===== src/rtl/mpr_pkg.sv =====
// Function
// - Region lower bound is base bits 31:6 followed by six zero bits.
// - Shareability 00 none, 10 outer, 11 inner; software never writes 01.
// - Permission 00 priv rw; 01 rw both; 10 priv ro; 11 ro both.
// - Region upper bound is limit bits 31:6 followed by six one bits.
// - Attribute index 0-3 picks low indirection slots, 4-7 high slots.
// - Limit bit 0 enables the region and resets to zero.
// - Address, attribute and permission fields need no reset value.
// - Indirect limit word reaches the region named by the selector.
// - Indirect limit word decodes as CRn 0110, opc1 000, CRm 0011, opc2 001.
// - Direct base and limit words exist for regions 0 to 31.
// - Direct region n: opc1 00,n[4]; CRm 1,n[3:1]; opc2 n[0],00 for base, n[0],01 for limit.
// - Direct encodings at or above the region count are unallocated.
// - Privileged writes trap on write trap, reads trap on read trap.
// - Privileged direct base accesses trap when trap-control bit 10 is set.
// - Privileged indirect limit accesses trap when trap-control bit 6 set.
// - Indirect base word decodes as CRm 0011, opc2 000 via selector.
package mpr_pkg;

  // ****************************************
  // Sizes
  // ****************************************
  localparam int NUM_REGIONS = 16;
  localparam int IDX_W = 4;
  localparam int ADDR_W = 32;
  localparam int BOUND_W = 26;
  localparam logic [7:0] REGION_COUNT = 8'h10;

  // ****************************************
  // Move encodings
  // ****************************************
  localparam logic [3:0] COPROC_ID = 4'hf;
  localparam logic [3:0] CRN_REGION = 4'h6;
  localparam logic [2:0] OPC1_INDIRECT = 3'h0;
  localparam logic [3:0] CRM_INDIRECT = 4'h3;
  localparam logic [2:0] OPC2_BASE = 3'h0;
  localparam logic [2:0] OPC2_LIMIT = 3'h1;
  localparam logic [1:0] DIRECT_OPC1_HI = 2'h0;
  localparam logic [1:0] DIRECT_OPC2_BASE = 2'h0;
  localparam logic [1:0] DIRECT_OPC2_LIMIT = 2'h1;
  localparam int CRM_DIRECT_BIT = 3;
  localparam int TRAP_DIRECT_BIT = 10;
  localparam int TRAP_INDIRECT_BIT = 6;

  // ****************************************
  // Field layout
  // ****************************************
  localparam int ADDR_LSB = 6;
  localparam logic [5:0] LOW_FILL = 6'h00;
  localparam logic [5:0] HIGH_FILL = 6'h3f;
  localparam logic [31:0] BASE_WMASK = 32'hffff_ffdf;
  localparam logic [31:0] LIMIT_WMASK = 32'hffff_ffce;
  localparam int SHARE_LSB = 3;
  localparam int PERM_LSB = 1;
  localparam int EXEC_NEVER_BIT = 0;
  localparam int ATTR_LSB = 1;
  localparam int EN_BIT = 0;
  localparam int ATTR_W = 8;
  localparam logic [1:0] SHARE_NONE = 2'h0;
  localparam logic [1:0] SHARE_OUTER = 2'h2;
  localparam logic [1:0] SHARE_INNER = 2'h3;

  typedef enum logic [2:0] {
    MPR_USER = 3'b001,
    MPR_PRIV = 3'b010,
    MPR_HYP = 3'b100
  } mpr_level_t;

endpackage : mpr_pkg


===== src/rtl/mpr_region_match.sv =====
`timescale 1ns/1ps
module mpr_region_match (
  // Region bounds, packed per region
  input wire logic [mpr_pkg::NUM_REGIONS*mpr_pkg::BOUND_W-1:0] lo_flat,
  input wire logic [mpr_pkg::NUM_REGIONS*mpr_pkg::BOUND_W-1:0] hi_flat,
  input wire logic [mpr_pkg::NUM_REGIONS-1:0] region_en,
  // Lookup
  input wire logic [mpr_pkg::ADDR_W-1:0] addr,
  output logic hit,
  output logic [mpr_pkg::IDX_W-1:0] hit_idx
);

  logic [mpr_pkg::NUM_REGIONS-1:0] in_region;

  genvar g;
  generate
    for (g = 0; g < mpr_pkg::NUM_REGIONS; g++) begin : g_cmp
      logic [mpr_pkg::ADDR_W-1:0] lo_addr;
      logic [mpr_pkg::ADDR_W-1:0] hi_addr;
      assign lo_addr = {lo_flat[g*mpr_pkg::BOUND_W +: mpr_pkg::BOUND_W],
                        mpr_pkg::LOW_FILL};
      assign hi_addr = {hi_flat[g*mpr_pkg::BOUND_W +: mpr_pkg::BOUND_W],
                        mpr_pkg::HIGH_FILL};
      assign in_region[g] = region_en[g] && addr >= lo_addr &&
                            addr <= hi_addr;
    end
  endgenerate

  // Lowest-numbered region wins, so overlaps resolve deterministically
  always_comb begin
    hit = 1'b0;
    hit_idx = '0;
    for (int i = mpr_pkg::NUM_REGIONS - 1; i >= 0; i--) begin
      if (in_region[i]) begin
        hit = 1'b1;
        hit_idx = i[mpr_pkg::IDX_W-1:0];
      end
    end
  end

endmodule : mpr_region_match


===== src/rtl/mpr_regs.sv =====
`timescale 1ns/1ps
module mpr_regs (
  // Clock and reset
  input wire logic clock,
  input wire logic sys_rst,
  // Coprocessor move request
  input wire logic cp_valid,
  input wire logic cp_write,
  input wire logic [3:0] cp_coproc,
  input wire logic [3:0] cp_crn,
  input wire logic [2:0] cp_opc1,
  input wire logic [3:0] cp_crm,
  input wire logic [2:0] cp_opc2,
  input wire logic [31:0] cp_wdata,
  input wire mpr_pkg::mpr_level_t cp_level,
  // Coprocessor move answer
  output logic cp_done,
  output logic cp_claim,
  output logic cp_undef,
  output logic cp_trap_hyp,
  output logic [31:0] cp_rdata,
  // System control state
  input wire logic hyp_implemented,
  input wire logic trap_vm_writes,
  input wire logic trap_vm_reads,
  input wire logic general_trap_enable,
  input wire logic [15:0] hypervisor_trap_control,
  input wire logic [7:0] region_selector,
  input wire logic [31:0] attribute_indirection_low,
  input wire logic [31:0] attribute_indirection_high,
  // Address check request
  input wire logic chk_valid,
  input wire logic [31:0] chk_addr,
  input wire logic chk_write,
  input wire logic chk_fetch,
  input wire mpr_pkg::mpr_level_t chk_level,
  // Address check answer
  output logic chk_done,
  output logic chk_hit,
  output logic chk_fault,
  output logic [mpr_pkg::IDX_W-1:0] chk_region,
  output logic [7:0] chk_attr,
  output logic [1:0] chk_shareability
);

  // ****************************************
  // Storage
  // ****************************************
  // Fields carry no reset; only the enables are cleared
  logic [31:0] base_mem [mpr_pkg::NUM_REGIONS];
  logic [31:0] limit_mem [mpr_pkg::NUM_REGIONS];
  logic [mpr_pkg::NUM_REGIONS-1:0] region_en;

  function automatic logic perm_ok(input logic [1:0] perm,
                                   input mpr_pkg::mpr_level_t lvl,
                                   input logic wr);
    logic ok;
    ok = 1'b1;
    case (lvl)
      mpr_pkg::MPR_USER: ok = perm[0] && !(wr && perm[1]);
      mpr_pkg::MPR_PRIV: ok = !(wr && perm[1]);
      default: ok = 1'b1;
    endcase
    return ok;
  endfunction : perm_ok

  // ****************************************
  // Move decode
  // ****************************************
  logic acc_reg;
  logic is_ind;
  logic is_dir;
  logic want_limit;
  logic [4:0] dir_num;
  logic [7:0] tgt_num;
  logic in_range;
  logic [mpr_pkg::IDX_W-1:0] idx;
  logic vm_trap;
  logic ctl_trap;
  logic next_undef;
  logic next_trap;
  logic do_acc;
  logic [31:0] rd_word;

  always_comb begin
    acc_reg = cp_coproc == mpr_pkg::COPROC_ID &&
              cp_crn == mpr_pkg::CRN_REGION;
    is_ind = acc_reg && cp_opc1 == mpr_pkg::OPC1_INDIRECT &&
             cp_crm == mpr_pkg::CRM_INDIRECT &&
             (cp_opc2 == mpr_pkg::OPC2_BASE ||
              cp_opc2 == mpr_pkg::OPC2_LIMIT);
    is_dir = acc_reg && cp_opc1[2:1] == mpr_pkg::DIRECT_OPC1_HI &&
             cp_crm[mpr_pkg::CRM_DIRECT_BIT] &&
             (cp_opc2[1:0] == mpr_pkg::DIRECT_OPC2_BASE ||
              cp_opc2[1:0] == mpr_pkg::DIRECT_OPC2_LIMIT);
    dir_num = {cp_opc1[0], cp_crm[2:0], cp_opc2[2]};
    want_limit = is_ind ? cp_opc2 == mpr_pkg::OPC2_LIMIT :
                 cp_opc2[1:0] == mpr_pkg::DIRECT_OPC2_LIMIT;
    tgt_num = is_ind ? region_selector : {3'h0, dir_num};
    in_range = tgt_num < mpr_pkg::REGION_COUNT;
    idx = tgt_num[mpr_pkg::IDX_W-1:0];
  end

  always_comb begin
    next_undef = cp_valid && (is_ind || is_dir) &&
                 (cp_level == mpr_pkg::MPR_USER ||
                  (cp_level == mpr_pkg::MPR_PRIV && general_trap_enable) ||
                  (is_dir && !in_range));
    vm_trap = cp_write ? trap_vm_writes : trap_vm_reads;
    ctl_trap =
      (is_dir && hypervisor_trap_control[mpr_pkg::TRAP_DIRECT_BIT]) ||
      (is_ind && hypervisor_trap_control[mpr_pkg::TRAP_INDIRECT_BIT]);
    next_trap = cp_valid && (is_ind || is_dir) && !next_undef &&
                cp_level == mpr_pkg::MPR_PRIV && hyp_implemented &&
                (vm_trap || ctl_trap);
    // Out-of-range selector is ignored rather than corrupting a region
    do_acc = cp_valid && (is_ind || is_dir) && !next_undef &&
             !next_trap && in_range;
    rd_word = '0;
    if (in_range) begin
      rd_word = want_limit ?
                {limit_mem[idx][31:1], region_en[idx]} & mpr_pkg::LIMIT_WMASK
                | {31'h0, region_en[idx]} :
                base_mem[idx] & mpr_pkg::BASE_WMASK;
    end
  end

  // ****************************************
  // Register writes
  // ****************************************
  // fields left without reset
  always_ff @(posedge clock) begin
    if (do_acc && cp_write) begin
      if (want_limit) begin
        limit_mem[idx] <= cp_wdata & mpr_pkg::LIMIT_WMASK;
      end else begin
        base_mem[idx] <= cp_wdata & mpr_pkg::BASE_WMASK;
      end
    end
  end

  always_ff @(posedge clock) begin
    if (sys_rst) begin
      region_en <= '0;
    end else if (do_acc && cp_write && want_limit) begin
      region_en[idx] <= cp_wdata[mpr_pkg::EN_BIT];
    end
  end

  // ****************************************
  // Move answer
  // ****************************************
  always_ff @(posedge clock) begin
    if (sys_rst) begin
      cp_done <= 1'b0;
      cp_claim <= 1'b0;
      cp_undef <= 1'b0;
      cp_trap_hyp <= 1'b0;
      cp_rdata <= '0;
    end else begin
      cp_done <= cp_valid;
      cp_claim <= cp_valid && (is_ind || is_dir);
      cp_undef <= next_undef;
      cp_trap_hyp <= next_trap;
      cp_rdata <= (do_acc && !cp_write) ? rd_word : '0;
    end
  end

  // ****************************************
  // Address check
  // ****************************************
  logic [mpr_pkg::NUM_REGIONS*mpr_pkg::BOUND_W-1:0] lo_flat;
  logic [mpr_pkg::NUM_REGIONS*mpr_pkg::BOUND_W-1:0] hi_flat;
  logic m_hit;
  logic [mpr_pkg::IDX_W-1:0] m_idx;

  genvar g;
  generate
    for (g = 0; g < mpr_pkg::NUM_REGIONS; g++) begin : g_flat
      assign lo_flat[g*mpr_pkg::BOUND_W +: mpr_pkg::BOUND_W] =
        base_mem[g][31:mpr_pkg::ADDR_LSB];
      assign hi_flat[g*mpr_pkg::BOUND_W +: mpr_pkg::BOUND_W] =
        limit_mem[g][31:mpr_pkg::ADDR_LSB];
    end
  endgenerate

  mpr_region_match u_match (
    .lo_flat(lo_flat),
    .hi_flat(hi_flat),
    .region_en(region_en),
    .addr(chk_addr),
    .hit(m_hit),
    .hit_idx(m_idx)
  );

  logic [1:0] hit_perm;
  logic hit_exec_never;
  logic [2:0] hit_attr_idx;
  logic [7:0] next_attr;
  logic next_fault;

  always_comb begin
    hit_perm = base_mem[m_idx][mpr_pkg::PERM_LSB +: 2];
    hit_exec_never = base_mem[m_idx][mpr_pkg::EXEC_NEVER_BIT];
    hit_attr_idx = limit_mem[m_idx][mpr_pkg::ATTR_LSB +: 3];
    if (hit_attr_idx[2]) begin
      next_attr = attribute_indirection_high[
        hit_attr_idx[1:0]*mpr_pkg::ATTR_W +: mpr_pkg::ATTR_W];
    end else begin
      next_attr = attribute_indirection_low[
        hit_attr_idx[1:0]*mpr_pkg::ATTR_W +: mpr_pkg::ATTR_W];
    end
    // execute-never on fetch
    // Misses fall to the default map: privileged passes, user faults
    if (m_hit) begin
      next_fault = !perm_ok(hit_perm, chk_level, chk_write && !chk_fetch) ||
                   (chk_fetch && hit_exec_never);
    end else begin
      next_fault = chk_level == mpr_pkg::MPR_USER;
    end
  end

  always_ff @(posedge clock) begin
    if (sys_rst) begin
      chk_done <= 1'b0;
      chk_hit <= 1'b0;
      chk_fault <= 1'b0;
      chk_region <= '0;
      chk_attr <= '0;
      chk_shareability <= mpr_pkg::SHARE_NONE;
    end else begin
      chk_done <= chk_valid;
      chk_hit <= chk_valid && m_hit;
      chk_fault <= chk_valid && next_fault;
      chk_region <= m_hit ? m_idx : '0;
      chk_attr <= (chk_valid && m_hit) ? next_attr : '0;
      chk_shareability <= (chk_valid && m_hit) ?
        base_mem[m_idx][mpr_pkg::SHARE_LSB +: 2] : mpr_pkg::SHARE_NONE;
    end
  end

  // ****************************************
  // Checks
  // ****************************************
  logic [31:0] hit_lo;
  logic [31:0] hit_hi;
  assign hit_lo = {base_mem[m_idx][31:mpr_pkg::ADDR_LSB], mpr_pkg::LOW_FILL};
  assign hit_hi = {limit_mem[m_idx][31:mpr_pkg::ADDR_LSB],
                   mpr_pkg::HIGH_FILL};

  chk_en_reset: assert property (
    @(posedge clock) disable iff (sys_rst)
    $fell(sys_rst) |-> region_en == '0)
    else $error("region enables not cleared by reset");

  chk_user_denied: assert property (
    @(posedge clock) disable iff (sys_rst)
    cp_valid && (is_ind || is_dir) && cp_level == mpr_pkg::MPR_USER
    |=> cp_undef && !cp_trap_hyp && cp_rdata == '0)
    else $error("user level move not refused");

  chk_unalloc_undef: assert property (
    @(posedge clock) disable iff (sys_rst)
    cp_valid && is_dir && !in_range |=> cp_done && cp_undef)
    else $error("unallocated direct slot accepted");

  chk_direct_trap: assert property (
    @(posedge clock) disable iff (sys_rst)
    cp_valid && is_dir && in_range && cp_level == mpr_pkg::MPR_PRIV &&
    !general_trap_enable && hyp_implemented &&
    hypervisor_trap_control[mpr_pkg::TRAP_DIRECT_BIT]
    |=> cp_trap_hyp && !cp_undef)
    else $error("direct access not trapped");

  chk_indirect_trap: assert property (
    @(posedge clock) disable iff (sys_rst)
    cp_valid && is_ind && cp_level == mpr_pkg::MPR_PRIV &&
    !general_trap_enable && hyp_implemented &&
    hypervisor_trap_control[mpr_pkg::TRAP_INDIRECT_BIT] |=> cp_trap_hyp)
    else $error("indirect access not trapped");

  chk_vm_trap: assert property (
    @(posedge clock) disable iff (sys_rst)
    next_trap && cp_write |=> $stable(region_en))
    else $error("trapped write changed a region");

  chk_sel_read: assert property (
    @(posedge clock) disable iff (sys_rst)
    do_acc && is_ind && want_limit && !cp_write
    |=> cp_rdata[mpr_pkg::EN_BIT] == $past(region_en[idx]))
    else $error("indirect limit read wrong region");

  chk_match_bounds: assert property (
    @(posedge clock) disable iff (sys_rst)
    m_hit |-> chk_addr >= hit_lo && chk_addr <= hit_hi && region_en[m_idx])
    else $error("match outside region bounds");

  chk_exec_never: assert property (
    @(posedge clock) disable iff (sys_rst)
    chk_valid && chk_fetch && m_hit && hit_exec_never
    |=> chk_fault && chk_hit)
    else $error("fetch from execute-never region allowed");

  cov_direct_write: cover property (
    @(posedge clock) disable iff (sys_rst) do_acc && is_dir && cp_write);
  cov_indirect_read: cover property (
    @(posedge clock) disable iff (sys_rst) do_acc && is_ind && !cp_write);
  cov_trap: cover property (
    @(posedge clock) disable iff (sys_rst) next_trap);
  cov_hit_fault: cover property (
    @(posedge clock) disable iff (sys_rst) chk_valid && m_hit ##1 chk_fault);

endmodule : mpr_regs


===== config.mk =====
export PLATFORM = sky130hd
export DESIGN_NAME = mpr_regs
export DESIGN_NICKNAME = d
export VERILOG_FILES = /design/src/rtl/mpr_pkg.sv /design/src/rtl/mpr_region_match.sv /design/src/rtl/mpr_regs.sv
export SDC_FILE = /design/constraint.sdc
export NUM_CORES = 2
export LEC_CHECK = 0
export BUFFER_PORTS_ARGS = -buffer_cell sky130_fd_sc_hd__buf_2
export CORE_AREA = 4 4 342 344
export CTS_CLUSTER_DIAMETER = 60
export CTS_CLUSTER_SIZE = 25
export DETAILED_ROUTE_END_ITERATION = 12
export DIE_AREA = 0 0 346 348
export HOLD_SLACK_MARGIN = 0.08
export PLACE_DENSITY = 0.71
export SETUP_SLACK_MARGIN = 0.15
export SLEW_MARGIN = 10
export SYNTH_ARGS = -nofsm -noshare
export SYNTH_HDL_FRONTEND = slang
export SYNTH_HIERARCHICAL = 1
export SYNTH_SLANG_ARGS = --single-unit

===== constraint.sdc =====
create_clock -name clock -period 14 [get_ports clock]
set_input_delay 2.1 -clock clock [delete_from_list [all_inputs] [get_ports clock]]
set_output_delay 2.1 -clock clock [all_outputs]
set_load 0.03 [all_outputs]

==> impl_metrics.ini <==
[placement]
place_congestion = 0.975
port_buffers = 223
dp_hpwl_mm = 158
place_area_um2 = 65600

[cts]
cts_tree = done
cts_buffer_depth = 3
holdBufCountCts = 0
clock_sinks = 1028
clk_pin_slew_worst_paths_ns = 0.07
post_cts_buffers = 0
numCtsBuffers = 108
clock_latency_ns = 0.73
cts-resized-gates = 0
ctsHtreeMaxLevel = 3
cts_root_buffer = clkbuf_16

[routing]
drt_iter0_drc = 6148
vias_per_cell = 6.54
detail_route.wl_per_cell_um = 29.8
drtPass1Iterations = 6
remaining_drc_errors = 0
wl_mm = 223
ant_nets = 0
vias = 49000

[yosys]
netlist_area_um2 = 62100
synth.distinct_cells = 92
syn_avg_cell_area_um2 = 11.1
async_flop_share = 0
synth_ff_type = edfxtp_1
ys_ff_latch = 1028
synth_nets = 6623
synth_edf_count = 960
ys_warn_count = 6
ys_seq_area_frac = 0.486
syn_inst = 5604

[worst_setup_path]
cp-end-kind = flip-flop
crit_path_start_kind = input port
crit_arrival_ns = 8.90
crit_required_ns = 14.59
cp_max_fo = 33
path_class = input port to flip-flop

[sta]
finalSetupViolCount = 0
hold_ws_ns = 0.576
rsz0062_at_grt = no
max_freq_ghz = 0.120
period_needed_ns = 8.30
skew_ns = 0.0346
period_share = 0.593
worst_pin_slew_ns = 1.50
drv_slew = 1
slew_headroom = -0.00204
setup_tns_ns = 0
finalHoldViolations = 0

[global_routing]
grt-ovfl-total = 0
antenna_found_initial = 28
grt_pass1_vias = 46500
grt_max_degree = 126
grt_usage = 0.359
grt_first_pass_wirelength_mm = 317

[die]
die_area_um2 = 120000
die_h_um = 348
ioPinCount = 240
rows = 124
start_util = 0.545
coreArea_um2 = 114000
fp.dieW_um = 346

[finish]
synthToLayoutAreaGrowth_pct = 11.9
fill_cells = 9250
seq_area_um2 = 30200
multi_input_area_um2 = 28400
nets = 6892
finalInstanceArea_um2 = 69500
drive_above_1_share = 0.115

[power]
p_leak_nw = 30.4
ir_drop_mv = 0.0943
power_density_nw_per_um2 = 102

[outcome]
violations = capacitance limit, slew limit
outcome = finished with violations

[job]
cap_violations = 1

[worst_hold_path]
hp-class = flip-flop to flip-flop
[synthesized netlist by cell type, types with 8 or more instances]
cell,count,area share
a2111oi_0,21,0.0030
a211o_1,8,0.0011
a211oi_1,54,0.0065
a21boi_0,9,0.0011
a21o_1,164,0.020
a21oi_1,449,0.036
a221oi_1,51,0.0072
a22o_1,10,0.0014
a31oi_1,20,0.0020
and2_1,10,0.0010
and3_1,17,0.0017
and4_1,20,0.0028
buf_1,23,0.0014
buf_2,26,0.0021
clkbuf_1,120,0.0073
dfxtp_1,68,0.022
edfxtp_1,960,0.46
ha_1,832,0.17
inv_1,855,0.052
mux2i_1,236,0.038
mux4_2,76,0.028
nand2_1,547,0.033
nand2b_1,18,0.0018
nand3_1,66,0.0053
nand4_1,169,0.017
nor2_1,123,0.0074
nor2b_1,47,0.0047
nor3_1,60,0.0048
nor4_1,87,0.0088
o2111a_1,9,0.0016
o211ai_1,31,0.0037
o21a_1,28,0.0034
o21ai_0,141,0.011
o221ai_1,12,0.0017
o22ai_1,89,0.0090
o31ai_1,21,0.0025
[flip-flops by register name, indices dropped and copies added, names as in the netlist]
register          cells
base_mem            496
chk_hit               1
cp_done               1
chk_done              1
chk_attr              8
chk_fault             1
cp_trap_hyp           1
chk_region            4
region_en            16
cp_claim              1
cp_undef              1
cp_rdata             31
limit_mem           464
chk_shareability      2
[report_power, final]
group	internal (W)	leakage (nW)	switching, W
Combinational	0.000207	19.3	0.000466
Sequential	0.00335	9.17	0.000000104
Clock	0.00161	1.84	0.00148
Total	0.00517	30.4	0.00195
[cells by family after synthesis]
family,after synthesis,synth area share
compound gates,1181,0.121
fa+ha+maj,832,0.168
buf+inv,1028,0.0629
flops,1028,0.486
mux,316,0.0663
other cells,1,0.0000604
simple gates,1218,0.0961
[worst max-delay path: stages]
cell and delay, ns:
buf_2 0.31, buf_4 0.52, ha_1 0.36, nand4_1 0.14
nor3_1 0.09, a2111oi_1 1.27, o211ai_1 0.46, a2bb2oi_1 0.38
or3b_1 0.16, a311oi_1 0.10, o211ai_1 0.29, o22ai_4 0.10
buf_4 0.32, mux4_2 0.56, mux4_2 0.78, mux4_2 0.54
a22o_1 0.24
[layer usage]
metal,vias up,wire (um),share of wire,global-route usage
met5,-,82,0.00037,0
met4,14,12400,0.056,0.173
met3,549,29500,0.13,0.0949
met2,3159,95000,0.43,0.534
li1,21400,-,-,-
met1,23900,85900,0.39,0.492
[path summary, 6_finish.rpt]
check / start / end / slack, ns / cells past startpoint
setup / recovery: chk_addr[14] / chk_attr[2] / 5.70 / 17
hold / removal: region_en[15] / region_en[15] / 0.58 / 2
setup reg to reg: limit_mem[14][27] / chk_attr[2] / 7.30 / 16
hold reg to reg: region_en[15] / region_en[15] / 0.58 / 2
[cell type report]
class	count	area share
flip-flops and latches	1028	0.434
multi-input cells	3548	0.408
inverters	855	0.0462
clock buffers	116	0.0399
repair buffers	332	0.0286
well taps	1512	0.0272
clock inverters	89	0.0150
diodes	13	0.000468
[through the flow]
| stage | worst slack (ns) | power, W | utilization | cells |
|---|---|---|---|---|
| global route | 5.66 | 0.00728 | 0.610 | 7481 |
| global placement | 5.06 | 0.00405 | 0.576 | 7275 |
| finish | 5.70 | 0.00711 | 0.610 | 7493 |
| CTS | 5.70 | 0.00710 | 0.610 | 7480 |
| detailed placement | 4.94 | 0.00407 | 0.576 | 7275 |
| floorplan | 7.22 | 0.00374 | - | 5604 |
[placed cells by master (no fill, tap or decap), drive strengths merged, types with 28 or more instances in the layout]
| cell type | synthesis | layout |
|---|---|---|
| o22ai | 89 | 89 |
| ha | 832 | 832 |
| a21oi | 449 | 449 |
| a21o | 164 | 164 |
| nand2 | 547 | 547 |
| nor2 | 124 | 124 |
| mux2i | 236 | 236 |
| edfxtp | 960 | 960 |
| buf | 53 | 332 |
| o21a | 28 | 28 |
| a211oi | 56 | 56 |
| o211ai | 31 | 31 |
| inv | 855 | 901 |
| nand3 | 66 | 66 |
| nor3 | 61 | 61 |
| nand4 | 169 | 169 |
| dfxtp | 68 | 68 |
| mux4 | 76 | 76 |
| clkbuf | 120 | 116 |
| a221oi | 52 | 52 |
| nor4 | 89 | 89 |
| clkinv | 0 | 33 |
| o21ai | 144 | 144 |
| nor2b | 47 | 47 |
(Power assumes the default switching activity.)
